[src/design/serial_ctrl_pkg.sv]
`default_nettype none
package serial_ctrl_pkg;
    // Register byte addresses
    localparam logic [3:0] ADDR_FRAME   = 4'h0;
    localparam logic [3:0] ADDR_ENABLE  = 4'h4;
    localparam logic [3:0] ADDR_NINTH   = 4'h8;
    localparam logic [3:0] ADDR_FLAGS   = 4'hC;
    // frame_format_control fields
    localparam int FF_PARITY_ODD  = 0;
    localparam int FF_PARITY_ON   = 1;
    localparam int FF_IDLE_START  = 2;
    localparam int FF_STANDBY_EX  = 3;
    localparam int FF_CHAR_LEN    = 4;
    localparam int FF_TX_FLIP     = 5;
    localparam int FF_MODULE_ON   = 6;
    // enable_and_irq_control fields
    localparam int EN_BREAK       = 0;
    localparam int EN_STANDBY     = 1;
    localparam int EN_RX_ON       = 2;
    localparam int EN_TX_ON       = 3;
    localparam int EN_IDLE_IE     = 4;
    localparam int EN_RXFULL_IE   = 5;
    localparam int EN_TXDONE_IE   = 6;
    localparam int EN_TXEMPTY_IE  = 7;
    // ninth_bit_and_error_irq_control fields
    localparam int NB_PARITY_IE   = 0;
    localparam int NB_FRAMING_IE  = 1;
    localparam int NB_NOISE_IE    = 2;
    localparam int NB_OVERRUN_IE  = 3;
    localparam int NB_TX_NINTH    = 6;
    localparam int NB_RX_NINTH    = 7;
    // Reset values
    localparam logic [7:0] RST_FRAME  = 8'h00;
    localparam logic [7:0] RST_ENABLE = 8'h00;
    // AXI responses
    localparam logic [1:0] RESP_OKAY   = 2'h0;
    localparam logic [1:0] RESP_SLVERR = 2'h2;
    // Timing: one bit time
    localparam int CLK_HZ  = 100_000_000;
    localparam int BAUD_HZ = 115_200;
    localparam int BIT_CYCLES = CLK_HZ / BAUD_HZ;
    // Bit counts per frame
    localparam logic [3:0] FRAME_BITS_8 = 4'hA;
    localparam logic [3:0] FRAME_BITS_9 = 4'hB;
    typedef enum logic [1:0] {TX_IDLE, TX_PRE, TX_BRK, TX_DATA} tx_state_t;
endpackage
`default_nettype wire

[src/design/async_serial_control_regs.sv]
// The AXI4-Lite slave port and the address map are this design's own decisions.
`default_nettype none
module async_serial_control_regs #(
    parameter int BIT_CYCLES = serial_ctrl_pkg::BIT_CYCLES
) (
    input  wire logic        mclk,
    input  wire logic        reset_n,
    input  wire logic [3:0]  s_axi_awaddr,
    input  wire logic        s_axi_awvalid,
    output logic             s_axi_awready,
    input  wire logic [31:0] s_axi_wdata,
    input  wire logic [3:0]  s_axi_wstrb,
    input  wire logic        s_axi_wvalid,
    output logic             s_axi_wready,
    output logic [1:0]       s_axi_bresp,
    output logic             s_axi_bvalid,
    input  wire logic        s_axi_bready,
    input  wire logic [3:0]  s_axi_araddr,
    input  wire logic        s_axi_arvalid,
    output logic             s_axi_arready,
    output logic [31:0]      s_axi_rdata,
    output logic [1:0]       s_axi_rresp,
    output logic             s_axi_rvalid,
    input  wire logic        s_axi_rready,
    input  wire logic [7:0]  tx_data,
    input  wire logic        tx_data_write,
    input  wire logic [8:0]  rx_char,
    input  wire logic        rx_char_load,
    input  wire logic        rx_full_flag,
    input  wire logic        rx_idle_flag,
    input  wire logic        overrun_flag,
    input  wire logic        noise_error_flag,
    input  wire logic        framing_fault_flag,
    input  wire logic        parity_fault_flag,
    input  wire logic        serial_in,
    output logic             serial_out,
    output logic             rx_enable,
    output logic             tx_irq,
    output logic             rx_irq,
    output logic             err_irq,
    output logic             rx_parity_bad
);
    logic [7:0]  frame_reg;
    logic [7:0]  en_reg;
    logic [5:0]  err_ie;
    logic        tx_ninth_bit;
    logic        rx_ninth_bit;
    logic        tx_empty_flag;
    logic        tx_done_flag;
    logic        aw_held, w_held;
    logic [3:0]  aw_addr;
    logic [31:0] w_data;
    logic        w_strb0;
    logic        do_write;
    logic        rx_s1, rx_s2;
    logic [15:0] baud_cnt;
    logic        bit_tick;
    serial_ctrl_pkg::tx_state_t tx_state;
    logic [10:0] shifter;
    logic [3:0]  bits_left;
    logic        pend_pre, pend_brk, pend_idle, buf_full;
    logic [7:0]  tx_buf;
    logic [3:0]  idle_cnt;
    logic        tx_line;
    logic        wake_hit;
    logic        write_tx_rise, write_tx_reon, write_brk_set;
    logic        load_now, busy;

    wire module_on  = frame_reg[serial_ctrl_pkg::FF_MODULE_ON];
    wire nine_bit   = frame_reg[serial_ctrl_pkg::FF_CHAR_LEN];
    wire par_on     = frame_reg[serial_ctrl_pkg::FF_PARITY_ON];
    wire par_odd    = frame_reg[serial_ctrl_pkg::FF_PARITY_ODD];
    wire tx_on      = en_reg[serial_ctrl_pkg::EN_TX_ON];
    wire brk_on     = en_reg[serial_ctrl_pkg::EN_BREAK];
    wire [3:0] frame_bits = nine_bit ? serial_ctrl_pkg::FRAME_BITS_9
                                     : serial_ctrl_pkg::FRAME_BITS_8;

    // Write address and data may arrive in either order
    assign do_write = aw_held && w_held && !s_axi_bvalid;

    always_ff @(posedge mclk or negedge reset_n) begin
        if (!reset_n) begin
            aw_held <= 1'b0;
            aw_addr <= 4'h0;
        end else if (s_axi_awvalid && s_axi_awready) begin
            aw_held <= 1'b1;
            aw_addr <= s_axi_awaddr;
        end else if (do_write) begin
            aw_held <= 1'b0;
        end
    end

    always_ff @(posedge mclk or negedge reset_n) begin
        if (!reset_n) begin
            w_held  <= 1'b0;
            w_data  <= 32'h0;
            w_strb0 <= 1'b0;
        end else if (s_axi_wvalid && s_axi_wready) begin
            w_held  <= 1'b1;
            w_data  <= s_axi_wdata;
            w_strb0 <= s_axi_wstrb[0];
        end else if (do_write) begin
            w_held <= 1'b0;
        end
    end

    // Ready only while the holding slot is empty
    always_ff @(posedge mclk or negedge reset_n) begin
        if (!reset_n) begin
            s_axi_awready <= 1'b0;
            s_axi_wready  <= 1'b0;
        end else begin
            s_axi_awready <= !aw_held && !(s_axi_awvalid && s_axi_awready);
            s_axi_wready  <= !w_held && !(s_axi_wvalid && s_axi_wready);
        end
    end

    // Write response; unmapped addresses answer SLVERR
    always_ff @(posedge mclk or negedge reset_n) begin
        if (!reset_n) begin
            s_axi_bvalid <= 1'b0;
            s_axi_bresp  <= serial_ctrl_pkg::RESP_OKAY;
        end else if (do_write) begin
            s_axi_bvalid <= 1'b1;
            s_axi_bresp  <= (aw_addr == serial_ctrl_pkg::ADDR_FLAGS ||
                             aw_addr[1:0] != 2'h0)
                            ? serial_ctrl_pkg::RESP_SLVERR
                            : serial_ctrl_pkg::RESP_OKAY;
        end else if (s_axi_bready) begin
            s_axi_bvalid <= 1'b0;
        end
    end

    // Control registers; tx/rx enables writable only with module on
    always_ff @(posedge mclk or negedge reset_n) begin
        if (!reset_n) begin
            frame_reg    <= serial_ctrl_pkg::RST_FRAME;
            en_reg       <= serial_ctrl_pkg::RST_ENABLE;
            err_ie       <= 6'h00;
            tx_ninth_bit <= 1'b0;
        end else begin
            if (do_write && w_strb0) begin
                case (aw_addr)
                    serial_ctrl_pkg::ADDR_FRAME: begin
                        frame_reg <= {1'b0, w_data[6:0]};
                    end
                    serial_ctrl_pkg::ADDR_ENABLE: begin
                        en_reg[7:4] <= w_data[7:4];
                        en_reg[1:0] <= w_data[1:0];
                        if (module_on) begin
                            en_reg[3:2] <= w_data[3:2];
                        end
                    end
                    serial_ctrl_pkg::ADDR_NINTH: begin
                        err_ie       <= {2'b00, w_data[3:0]};
                        tx_ninth_bit <= w_data[serial_ctrl_pkg::NB_TX_NINTH];
                    end
                    default: begin
                    end
                endcase
            end
            // Wake condition clears standby; it wins over a write
            if (en_reg[serial_ctrl_pkg::EN_STANDBY] && wake_hit) begin
                en_reg[serial_ctrl_pkg::EN_STANDBY] <= 1'b0;
            end
        end
    end

    // Read channel; one cycle from arvalid taken to rvalid
    always_ff @(posedge mclk or negedge reset_n) begin
        if (!reset_n) begin
            s_axi_arready <= 1'b0;
            s_axi_rvalid  <= 1'b0;
            s_axi_rdata   <= 32'h0;
            s_axi_rresp   <= serial_ctrl_pkg::RESP_OKAY;
        end else if (s_axi_rvalid) begin
            s_axi_arready <= 1'b0;
            if (s_axi_rready) begin
                s_axi_rvalid  <= 1'b0;
                s_axi_arready <= 1'b1;
            end
        end else if (s_axi_arvalid && s_axi_arready) begin
            s_axi_arready <= 1'b0;
            s_axi_rvalid  <= 1'b1;
            s_axi_rresp   <= serial_ctrl_pkg::RESP_OKAY;
            case (s_axi_araddr)
                serial_ctrl_pkg::ADDR_FRAME:  s_axi_rdata <= {24'h0, frame_reg};
                serial_ctrl_pkg::ADDR_ENABLE: s_axi_rdata <= {24'h0, en_reg};
                serial_ctrl_pkg::ADDR_NINTH:
                    s_axi_rdata <= {24'h0, rx_ninth_bit, tx_ninth_bit,
                                    err_ie};
                serial_ctrl_pkg::ADDR_FLAGS:
                    s_axi_rdata <= {24'h0, tx_empty_flag, tx_done_flag,
                                    rx_full_flag, rx_idle_flag,
                                    overrun_flag, noise_error_flag,
                                    framing_fault_flag, parity_fault_flag};
                default: begin
                    s_axi_rdata <= 32'h0;
                    s_axi_rresp <= serial_ctrl_pkg::RESP_SLVERR;
                end
            endcase
        end else begin
            s_axi_arready <= 1'b1;
        end
    end

    // Two-stage synchroniser on the receive pin
    always_ff @(posedge mclk or negedge reset_n) begin
        if (!reset_n) begin
            rx_s1 <= 1'b1;
            rx_s2 <= 1'b1;
        end else begin
            rx_s1 <= serial_in;
            rx_s2 <= rx_s1;
        end
    end

    // Bit-time enable; stops while the module is off
    always_ff @(posedge mclk or negedge reset_n) begin
        if (!reset_n) begin
            baud_cnt <= 16'h0;
            bit_tick <= 1'b0;
        end else if (!module_on) begin
            baud_cnt <= 16'h0;
            bit_tick <= 1'b0;
        end else if (baud_cnt == 16'(BIT_CYCLES - 1)) begin
            baud_cnt <= 16'h0;
            bit_tick <= 1'b1;
        end else begin
            baud_cnt <= baud_cnt + 16'h1;
            bit_tick <= 1'b0;
        end
    end

    // Idle detector: counts ones, restart point follows the select bit
    logic rx_prev;
    wire  idle_seen = (idle_cnt == frame_bits);
    wire  count_rst = frame_reg[serial_ctrl_pkg::FF_IDLE_START]
                      ? rx_char_load : (rx_prev && !rx_s2);
    always_ff @(posedge mclk or negedge reset_n) begin
        if (!reset_n) begin
            idle_cnt <= 4'h0;
            rx_prev  <= 1'b1;
        end else begin
            rx_prev <= rx_s2;
            if (count_rst || !rx_s2) begin
                idle_cnt <= 4'h0;
            end else if (bit_tick && !idle_seen) begin
                idle_cnt <= idle_cnt + 4'h1;
            end
        end
    end

    // Address mark is the top bit of the received character
    wire mark_bit = nine_bit ? rx_char[8] : rx_char[7];
    assign wake_hit = frame_reg[serial_ctrl_pkg::FF_STANDBY_EX]
                      ? (rx_char_load && mark_bit) : idle_seen;

    // Received mark bit (rx_char[8], or rx_char[7] in 8-bit mode); not reset, captured with the data buffer
    always_ff @(posedge mclk) begin
        if (rx_char_load) begin
            rx_ninth_bit <= mark_bit;
        end
    end

    // Parity check on received character
    wire [8:0] rx_mask = nine_bit ? 9'h1FF : 9'h0FF;
    always_ff @(posedge mclk or negedge reset_n) begin
        if (!reset_n) begin
            rx_parity_bad <= 1'b0;
        end else if (rx_char_load) begin
            rx_parity_bad <= par_on &&
                ((^(rx_char & rx_mask)) != par_odd);
        end
    end

    // Data buffer write from the host side
    always_ff @(posedge mclk or negedge reset_n) begin
        if (!reset_n) begin
            tx_buf   <= 8'h0;
            buf_full <= 1'b0;
        end else if (tx_data_write) begin
            tx_buf   <= tx_data;
            buf_full <= 1'b1;
        end else if (load_now) begin
            // Same condition as the sequencer load, back to back too
            buf_full <= 1'b0;
        end
    end

    // Frame word: start, data with optional parity, ninth bit, stop
    logic [8:0] tx_payload;
    always_comb begin
        tx_payload = {tx_ninth_bit, tx_buf};
        if (par_on) begin
            if (nine_bit) begin
                tx_payload[8] = (^tx_buf) ^ par_odd;
            end else begin
                tx_payload[7] = (^tx_buf[6:0]) ^ par_odd;
            end
        end
        if (!nine_bit) begin
            tx_payload[8] = 1'b1;
        end
    end

    // Transmit sequencer: preamble, break, idle char or data
    always_ff @(posedge mclk or negedge reset_n) begin
        if (!reset_n) begin
            tx_state  <= serial_ctrl_pkg::TX_IDLE;
            shifter   <= 11'h7FF;
            bits_left <= 4'h0;
            pend_pre  <= 1'b0;
            pend_brk  <= 1'b0;
            pend_idle <= 1'b0;
            tx_line   <= 1'b1;
        end else begin
            if (write_tx_rise) begin
                pend_pre <= 1'b1;
            end
            if (write_tx_reon && tx_state != serial_ctrl_pkg::TX_IDLE) begin
                pend_idle <= 1'b1;
            end
            // A break already under way counts as the one owed
            if (write_brk_set && tx_state != serial_ctrl_pkg::TX_BRK) begin
                pend_brk <= 1'b1;
            end
            if (bit_tick) begin
                if (tx_state != serial_ctrl_pkg::TX_IDLE &&
                    bits_left != 4'h0) begin
                    tx_line   <= shifter[0];
                    shifter   <= {1'b1, shifter[10:1]};
                    bits_left <= bits_left - 4'h1;
                end else if (pend_brk || brk_on) begin
                    // Break replaces a preamble not yet started
                    tx_state  <= serial_ctrl_pkg::TX_BRK;
                    shifter   <= 11'h000;
                    bits_left <= frame_bits;
                    pend_brk  <= 1'b0;
                    pend_pre  <= 1'b0;
                end else if (tx_on && (pend_pre || pend_idle)) begin
                    tx_state  <= serial_ctrl_pkg::TX_PRE;
                    tx_line   <= 1'b1;
                    shifter   <= 11'h7FF;
                    bits_left <= frame_bits;
                    pend_pre  <= 1'b0;
                    pend_idle <= 1'b0;
                end else if (tx_on && buf_full) begin
                    tx_state  <= serial_ctrl_pkg::TX_DATA;
                    tx_line   <= 1'b1; // one mark after a break
                    shifter   <= nine_bit ? {1'b1, tx_payload, 1'b0}
                                          : {2'b11, tx_payload[7:0], 1'b0};
                    bits_left <= frame_bits;
                end else begin
                    tx_state <= serial_ctrl_pkg::TX_IDLE;
                    tx_line  <= 1'b1;
                end
            end
        end
    end

    // Software edges on tx_on and break_send
    logic tx_on_d, brk_d, tx_off_seen;
    assign write_tx_rise = tx_on && !tx_on_d;
    assign write_tx_reon = write_tx_rise && tx_off_seen;
    assign write_brk_set = !brk_on && brk_d;
    always_ff @(posedge mclk or negedge reset_n) begin
        if (!reset_n) begin
            tx_on_d     <= 1'b0;
            brk_d       <= 1'b0;
            tx_off_seen <= 1'b0;
        end else begin
            tx_on_d <= tx_on;
            brk_d   <= brk_on;
            if (!tx_on && tx_on_d) begin
                tx_off_seen <= 1'b1;
            end else if (tx_state == serial_ctrl_pkg::TX_IDLE) begin
                tx_off_seen <= 1'b0;
            end
        end
    end

    // Empty and done flags; module off forces both set
    assign load_now = bit_tick && bits_left == 4'h0 && !pend_brk &&
                      !brk_on && tx_on && !pend_pre && !pend_idle &&
                      buf_full;
    assign busy = (tx_state != serial_ctrl_pkg::TX_IDLE) || pend_pre ||
                  pend_brk || pend_idle || brk_on || buf_full;
    always_ff @(posedge mclk or negedge reset_n) begin
        if (!reset_n) begin
            tx_empty_flag <= 1'b1;
            tx_done_flag  <= 1'b1;
        end else if (!module_on) begin
            tx_empty_flag <= 1'b1;
            tx_done_flag  <= 1'b1;
        end else begin
            if (load_now) begin
                tx_empty_flag <= 1'b1;
            end else if (tx_data_write) begin
                tx_empty_flag <= 1'b0;
            end
            tx_done_flag <= tx_empty_flag && !busy;
        end
    end

    // Interrupt requests, each registered once
    always_ff @(posedge mclk or negedge reset_n) begin
        if (!reset_n) begin
            tx_irq  <= 1'b0;
            rx_irq  <= 1'b0;
            err_irq <= 1'b0;
        end else begin
            tx_irq <= module_on &&
                ((tx_empty_flag && en_reg[serial_ctrl_pkg::EN_TXEMPTY_IE]) ||
                 (tx_done_flag && en_reg[serial_ctrl_pkg::EN_TXDONE_IE]));
            rx_irq <= !en_reg[serial_ctrl_pkg::EN_STANDBY] &&
                ((rx_full_flag && en_reg[serial_ctrl_pkg::EN_RXFULL_IE]) ||
                 (rx_idle_flag && en_reg[serial_ctrl_pkg::EN_IDLE_IE]));
            err_irq <= |({overrun_flag, noise_error_flag, framing_fault_flag,
                          parity_fault_flag} & err_ie[3:0]);
        end
    end

    // Pin outputs; inversion covers idle, break, start and stop
    always_ff @(posedge mclk or negedge reset_n) begin
        if (!reset_n) begin
            serial_out <= 1'b1;
            rx_enable  <= 1'b0;
        end else begin
            serial_out <= tx_line ^ frame_reg[serial_ctrl_pkg::FF_TX_FLIP];
            rx_enable  <= module_on && en_reg[serial_ctrl_pkg::EN_RX_ON];
        end
    end
endmodule
`default_nettype wire

[config.mk]
export PLATFORM = sky130hd
export DESIGN_NAME = async_serial_control_regs
export DESIGN_NICKNAME = d
export VERILOG_FILES = /design/src/design/serial_ctrl_pkg.sv /design/src/design/async_serial_control_regs.sv
export SDC_FILE = /design/constraint.sdc
export NUM_CORES = 1
export LEC_CHECK = 0
export ABC_AREA = 1
export BUFFER_PORTS_ARGS = -buffer_cell sky130_fd_sc_hd__buf_4
export CAP_MARGIN = 10
export CORE_ASPECT_RATIO = 0.6
export CORE_MARGIN = 1.5
export CORE_UTILIZATION = 55
export CTS_BUF_LIST = sky130_fd_sc_hd__clkbuf_4 sky130_fd_sc_hd__clkbuf_8
export DETAILED_ROUTE_END_ITERATION = 16
export GPL_TIMING_DRIVEN = 0
export PLACE_DENSITY_LB_ADDON = 0.25
export SLEW_MARGIN = 20
export SYNTH_ARGS = -nofsm -noshare
export SYNTH_HDL_FRONTEND = slang
export SYNTH_SLANG_ARGS = --single-unit
[constraint.sdc]
create_clock -name mclk -period 2.2 [get_ports mclk]
set_input_delay 0.11 -clock mclk [delete_from_list [all_inputs] [get_ports mclk]]
set_output_delay 0.11 -clock mclk [all_outputs]
set_load 0.05 [all_outputs]
# == After elaboration in Yosys (flattened, before gate mapping) ==
# Index checks and enable logic that the tools add are counted.
# totals
regBits,142
input_bits,77
word_cells,228
# classes
n_addsub,3
n_eq_ne,12
n_mux,67
n_bitwise,7
n_reduce_logical,93
# op_table
operator,n
two-way mux 1 bit,44
two-way mux 11 bit,4
logical AND 1 bit,37
two-way mux 16 bit,2
case mux 8 bit (4 select lines),1
two-way mux 4 bit,6
nonzero test 2 bit,10
adder 16 x 1 -> 16 bit (second input constant),1
equality test 16 x 10 -> 1 bit (second input constant),1
equality test 4 bit (second input constant),4
two-way mux 2 bit,8
AND reduction 2 bit,8
zero test 1 bit,15
zero test 4 bit,3
logical OR 1 bit,11
two-way mux 10 bit,1
bitwise AND 9 bit,1
two-way mux 9 bit,1
parity 9 bit,1
equality test 4 x 3 -> 1 bit (second input constant),2
nonzero test 4 bit,2
OR reduction 4 bit,2
parity 8 bit,1
parity 7 bit,1
11 further kinds,15

# == Longest topological paths before layout ==
# Gate-level depths: netlist of run 1.
# logic_depth
word_depth,10
mapped_depth,12
ltp_nobuf,12

# == Least setup slack after synthesis of run 1 ==
# Ideal clock, no wire load.
# synth_path
path_kind,reg-to-reg
startpoint,reg s_axi_bvalid
endpoint,reg frame_reg[6]
arrival_time_ps,1477
slack_ps,601
path_stages_with_launch,8
path_buffers,1
path_cell_list,dfrtp_1 nor3_4 nand2_1 inv_2 nand4_2 buf_2 nand2_1 o21ai_1
# synth_via
elab_chain_cells,4
# synth_lines
element,line,rtl
from (decl),async_serial_control_regs.sv:16,"output logic s_axi_bvalid,"
from (signal assigned),async_serial_control_regs.sv:121,s_axi_bvalid <= 1'b0;
from (signal assigned),async_serial_control_regs.sv:124,s_axi_bvalid <= 1'b1;
from (signal assigned),async_serial_control_regs.sv:130,s_axi_bvalid <= 1'b0;
zero test 1 bit,async_serial_control_regs.sv:79,assign do_write = aw_held && w_held && !s_axi_bvalid;
logical AND 1 bit,async_serial_control_regs.sv:79,
logical AND 1 bit,async_serial_control_regs.sv:142,if (do_write && w_strb0) begin
AND reduction 2 bit (no source line),--,
to (signal assigned),async_serial_control_regs.sv:137,frame_reg <= serial_ctrl_pkg::RST_FRAME;
to (signal assigned),async_serial_control_regs.sv:145,"frame_reg <= {1'b0, w_data[6:0]};"
to (decl),async_serial_control_regs.sv:43,logic [7:0] frame_reg;
# Every way passes these cells.
# A chain may end at the register's enable or synchronous reset.

# == Final worst setup path of run 1 ==
# layout_path
startpoint,reg bits_left[0]
endpoint,reg bits_left[2]
# layout_via
elab_chain_cells,4
# layout_lines
element,line,rtl
from (decl),async_serial_control_regs.sv:60,logic [3:0] bits_left;
from (signal assigned),async_serial_control_regs.sv:333,bits_left <= bits_left - 4'h1;
from (signal assigned),async_serial_control_regs.sv:338,bits_left <= frame_bits;
from (signal assigned),async_serial_control_regs.sv:345,bits_left <= frame_bits;
branches (longest 4 deep; another with subtractor 4 x 1 -> 4 bit),--,
# Several ways; the timed one is not identified.

==> impl_metrics.toml, run 1 <==
[drt]
drcViolationCount = 0
wirelength_um = 13700
vias = 4836
viasPerCell = 5.14
ant_nets = 0
drtPass1Iterations = 5
wire_per_inst_um = 14.6
drtIter0Drc = 244

[logic_synthesis]
synth_cell_types = 50
synth_top_area_share_pct = 43.3
synth_edf_count = 1
ys_seq_elements = 115
yosysWarningCount = 0
ys_seq_area_share_pct = 51.8
synthTopCellsByArea = "dfrtp_1 43%, nand2_1 11%, dfstp_2 8.0%"
syn_area_per_cell_um2 = 8.71
synth_top_area_cell = "dfrtp_1"
synthCells = 644
ys.flop_type = "dfrtp_1"
postSynth.asyncResetShare_pct = 99.1
netlist_area_um2 = 5610

[hold_path]
min_from = "s_axi_arvalid"
hp-class = "in -> reg"

[final_layout]
antenna_cells = 0
drive_above_1_share_pct = 23.5
syn2layout_area_growth_pct = 28.8
nets = 873
regMostFlops = "baud_cnt"
largestRegisters = "baud_cnt: 16 flops, shifter: 11 flops"
largest_reg_flops = 16

[setup_path]
crit_arrival_ps = 2260
startpoint = "bits_left[0]"
path_max_fanout = 5
startpoint_type = "flop"
cp-end-kind = "flop"
crit_path_max_incr_delay_ps = 400
crit_type = "reg -> reg"
critical-path-top-delay-family = "simple AND/OR/NAND/NOR gates"
r2r_start = "bits_left[0]"
path_cells = "inv_1, ha_1, nand3_2, o21ai_2, inv_1, nor2_1, o21ai_0, nand2_1, a21oi_1"
path_buf_inv = 2
required_ps = 2530
cp_slowest_cell = "dfrtp_1"
path_common_cell = "inv_1"

[pwr]
ir_worst_vdd_uv = 723
power.density_nw_per_um2 = 993
p_leak_nw = 3.53
total_power_w = 0.00717

[clock_tree]
clk_latency_ps = 440
cts_resized = 0
clk_pin_slew_ps = 70
numCtsBuffers = 17
cts-htree-levels = 4
max-clock-path-buffers = 2
root_buffer = "clkbuf_8"
cts_tree = "yes"
cts_sinks = 115

[sta]
relSlewSlack_pct = 42.1
setup_tns_ps = 0
slew_viol_final = 0
hold_violations = 0
max_freq_mhz = 518
worst_pin_slew_ps = 868
fin_crit_sh_pct = 87.8
min_period_ps = 1930
finClkSkew_ps = 11.5
setup_violations = 0
rsz0062_at_grt = "false"

[floorplan]
io_pins = 124
die-area_um2 = 10800
core_area_um2 = 9880
die_h_um = 81.2
rows = 28
start_util_pct = 56.8
die_x_um = 133

[global_route]
grt_pass1_wl_um = 22500
grt_use_total_pct = 27.3
first_global_vias = 4706
overflow = 0
antenna_found_initial = 0
grt_start_max_net_pins = 115

[run_status]
status = "completed"

[placement]
place.gp.congestion = 0.877
dp.final_hpwl_um = 9410
portBuffers = 70

[flow_run]
cap_violations = 0
cells by family (layout without fill, tap and decap cells):
group / after synthesis / in the layout / share of synthesized area, %
other cells: 1 / 26 / 0.0669
buf+inv: 108 / 244 / 9.21
compound gates: 105 / 105 / 10.7
flops: 115 / 115 / 51.8
mux: 3 / 3 / 0.602
xor+xnor: 23 / 23 / 3.73
simple gates: 285 / 285 / 23.0
fa+ha+maj: 4 / 4 / 0.892
tightest hold or removal path: cells and delay by family:
kind | cells | cell delay (ps)
simple gates | 1 | 110
compound gates | 1 | 120
buf+inv | 1 | 80
path summary, 6_finish.rpt:
path,slack (ps),end,cells after the start
worst min-delay path,40,s_axi_rvalid,3
worst max register to register,270,bits_left[2],9
min in group asynchronous,360,aw_held,2
worst max-delay path,270,bits_left[2],9
worst min register to register,360,rx_s2,0
max in group asynchronous,1240,idle_cnt[2],2
per-stage QoR:
step | setup slack [ps] | std cells | area [um^2] | hold WS (ps) | util (%)
6_report | 269 | 940 | 7220 | 39.6 | 73.1
5_1_grt | 196 | 940 | 7220 | 29.0 | 73.1
4_1_cts | 334 | 940 | 7220 | 19.7 | 73.1
3_5_place_dp | 342 | 874 | 6400 | 223 | 64.8
3_3_place_gp | 415 | 874 | 6400 | 221 | 64.7
2_1_floorplan | 601 | 669 | 5700 | -186 | -
report_power, final:
group	internal (W)	switching (W)
Sequential	0.00254	0.000326
Combinational	0.000649	0.00131
Clock	0.00149	0.000854
per-layer routing:
metal	routed length, um	track usage [%]	part of all wire, %	vias up
li1	-	-	-	2336
met5	0	0	0	-
met1	6250	36.3	46	2252
met4	222	9.78	1.6	0
met2	6050	42.6	44	227
met3	1180	8.68	8.6	21
cell usage after synthesis, drive strengths merged (2+ instances only):
cell type and n:
o2111ai 4, nor3 17, nor2 64, clkbuf 5, dfrtp 97, xor2 10, nand2 169, xnor2 13
or2 2, o21bai 3, mux2 3, a31oi 11, a21oi 27, nor4 2, nand4 6, dfstp 17
inv 72, o21a 2, ha 4, a211oi 2, nand3 22, nor3b 2, o21ai 51, buf 30
repair_timing:
item,4_1_cts,5_1_grt
hold endpoints to repair,129,0
buffers inserted,0,0
hold buffers,34,0
placed cells by master (no fill, tap or decap), drive strengths merged, types with 2 or more instances in the layout:
cell type,Yosys,layout
conb,1,26
nand2,169,169
ha,4,4
clkinv,1,5
nor4,2,2
dfrtp,97,97
o21ai,51,51
o21bai,3,3
xor2,10,10
mux2,3,3
a31oi,11,11
nand3,22,22
a211oi,2,2
dlygate4sd3,0,34
bufinv,0,5
buf,30,99
o2111ai,4,4
a21oi,27,27
xnor2,13,13
nor2,64,64
inv,72,72
nor3,17,17
dfstp,17,17
clkbuf,5,29
or2,2,2
nand4,6,6
nor3b,2,2
o21a,2,2
final cells by class:
cell class / count / area, um^2
Tap cell: 135 / 169
Clock buffer: 23 / 304
Clock inverter: 9 / 174
Fill cell: 736 / 2660
Sequential cell: 115 / 2900
Timing Repair Buffer: 104 / 872
Multi-Input combinational cell: 446 / 2280
Buffer: 35 / 243
Inverter: 73 / 274
(Power assumes the default switching activity.)
==> run 2, diff against run 1 <==
CORE_UTILIZATION = 56   (was 55)
==> run 2 against run 1 <==
Effect of this change: sequential power hardly changed; flip-flop and latch count stayed put; fmax is 4.5% higher; largest power group unchanged; cell count stayed put; wire length is 1.1% lower; sequential share of layout area is 0.41 points higher; first-iteration DRC count is 50% higher; design area is 1.0% lower; non-clock buffer count stayed put; die area is 1.7% lower.
==> impl_metrics.toml, run 2 (synthesized netlist as in run 1, its figures left out) <==
[floorplan]
core_area_um2 = 9810
die_x_um = 132
start_util_pct = 57.2
rows = 28
die-area_um2 = 10600
die_h_um = 80.5
io_pins = 124

[setup_path]
path_buf_inv = 2
critical-path-top-delay-family = "simple AND/OR/NAND/NOR gates"
crit_path_max_incr_delay_ps = 390
cp-end-kind = "flop"
path_max_fanout = 10
required_ps = 2510
crit_type = "reg -> reg"
crit_arrival_ps = 2150
path_common_cell = "nand3_1"
cp_slowest_cell = "dfrtp_1"
path_cells = "inv_1, ha_1, nand3_2, o21ai_2, nand2_2, nor2_4, nor2_8, buf_4, nand3_1, nand3_1"
startpoint_type = "flop"

[clock_tree]
root_buffer = "clkbuf_8"
cts-htree-levels = 4
max-clock-path-buffers = 2
clk_latency_ps = 440
cts_tree = "yes"
clk_pin_slew_ps = 70
cts_resized = 0
cts_sinks = 115
numCtsBuffers = 17

[drt]
ant_nets = 0
wirelength_um = 13600
viasPerCell = 5.15
drtPass1Iterations = 5
vias = 4843
drtIter0Drc = 366
wire_per_inst_um = 14.4
drcViolationCount = 0

[global_route]
grt_pass1_wl_um = 22300
grt_use_total_pct = 27.4
antenna_found_initial = 0
overflow = 0
grt_start_max_net_pins = 115
first_global_vias = 4603

[pwr]
total_power_w = 0.00683
power.density_nw_per_um2 = 956
p_leak_nw = 3.47
ir_worst_vdd_uv = 800

[sta]
fin_crit_sh_pct = 84.0
hold_violations = 0
worst_pin_slew_ps = 898
slew_viol_final = 0
min_period_ps = 1850
max_freq_mhz = 541
setup_violations = 0
finClkSkew_ps = 11.8
rsz0062_at_grt = "false"
relSlewSlack_pct = 40.1
setup_tns_ps = 0
hold_ws_ps = 29.5

[final_layout]
multiInputGateArea_um2 = 2280
largestRegisters = "baud_cnt: 16 flops, shifter: 11 flops"
largest_reg_flops = 16
mostFrequentLayoutCell = "nand2_1"
fillCellCount = 730
syn2layout_area_growth_pct = 27.5
design_area_um2 = 7150
antenna_cells = 0
layout_common_cells = "163 x nand2_1, 97 x dfrtp_1, 96 x buf_4"
regMostFlops = "baud_cnt"
seq_area_um2 = 2900
nets = 873
drive_above_1_share_pct = 23.5

[run_status]
status = "completed"

[placement]
dp.final_hpwl_um = 9560
place.gp.congestion = 0.890
dpl_cell_area_um2 = 6400
portBuffers = 70

[flow_run]
cap_violations = 0

[hold_path]
hp-class = "in -> reg"
## run 2: cell types whose count changed in the layout (fill, tap and decap cells not counted)
cell | previous run | this run
clkinv_2 | 3 | 4
clkbuf_8 | 22 | 18
clkbuf_4 | 2 | 1
bufinv_16 | 5 | 3
clkinvlp_4 | 0 | 6
## run 2: power breakdown
part | leakage [nW] | internal, W | switching (W) | total, W
registers | 1.44 | 0.00254 | 0.000325 | 0.00286
logic | 1.84 | 0.000649 | 0.00131 | 0.00196
clock network | 0.190 | 0.00112 | 0.000892 | 0.00201
total | 3.47 | 0.00431 | 0.00253 | 0.00683
## run 2: stage by stage
stage / cells / utilization [%] / setup slack [ps]
4_1_cts: 940 / 72.8 / 358
6_report: 940 / 72.9 / 352
3_5_place_dp: 874 / 65.2 / 365
2_1_floorplan: 669 / - / 601
3_3_place_gp: 874 / 65.2 / 395
5_1_grt: 940 / 72.9 / 208
## run 2: what timing repair did
| action | 4_1_cts | 5_1_grt |
|---|---|---|
| hold buffers | 34 | 0 |
| hold endpoints to repair | 129 | 0 |
| setup buffers | 0 | 0 |
## run 2: layer usage
metal  global-route usage, %  part of all wire, %  routed length, um
met5                       0                    0                  0
met4                    11.4                  1.5                205
met3                    5.18                  6.4                869
met2                    41.8                   45               6030
met1                    38.7                   48               6450
## run 2: cell type report
cell class	count	share of cell area (%)
Buffer	35	3.40
Multi-Input combinational cell	446	31.9
Clock buffer	18	3.38
Clock inverter	14	2.29
Sequential cell	115	40.6
Inverter	73	3.83
Tap cell	135	2.36
Timing Repair Buffer	104	12.2
## run 2: final timing paths
path	endpoint	start	slack [ps]	cells past startpoint
max in group asynchronous	baud_cnt[15]	reset_n	1240	2
setup reg to reg	bits_left[3]	bits_left[0]	350	10
hold / removal	rx_ninth_bit	rx_char[8]	30	3
setup / recovery	bits_left[3]	bits_left[0]	350	10
hold reg to reg	rx_s2	rx_s1	360	0
min in group asynchronous	s_axi_rvalid	reset_n	310	2
## run 2: worst reg2reg max path: cells and delay by family, from the launching register on
kind / cells / cell delay (ps)
AND/OR/NAND/NOR: 6 / 730
AO/OA/AOI/OAI: 1 / 140
flip-flops: 1 / 390
buffers and inverters: 2 / 290
adder cells (fa/ha/maj): 1 / 180
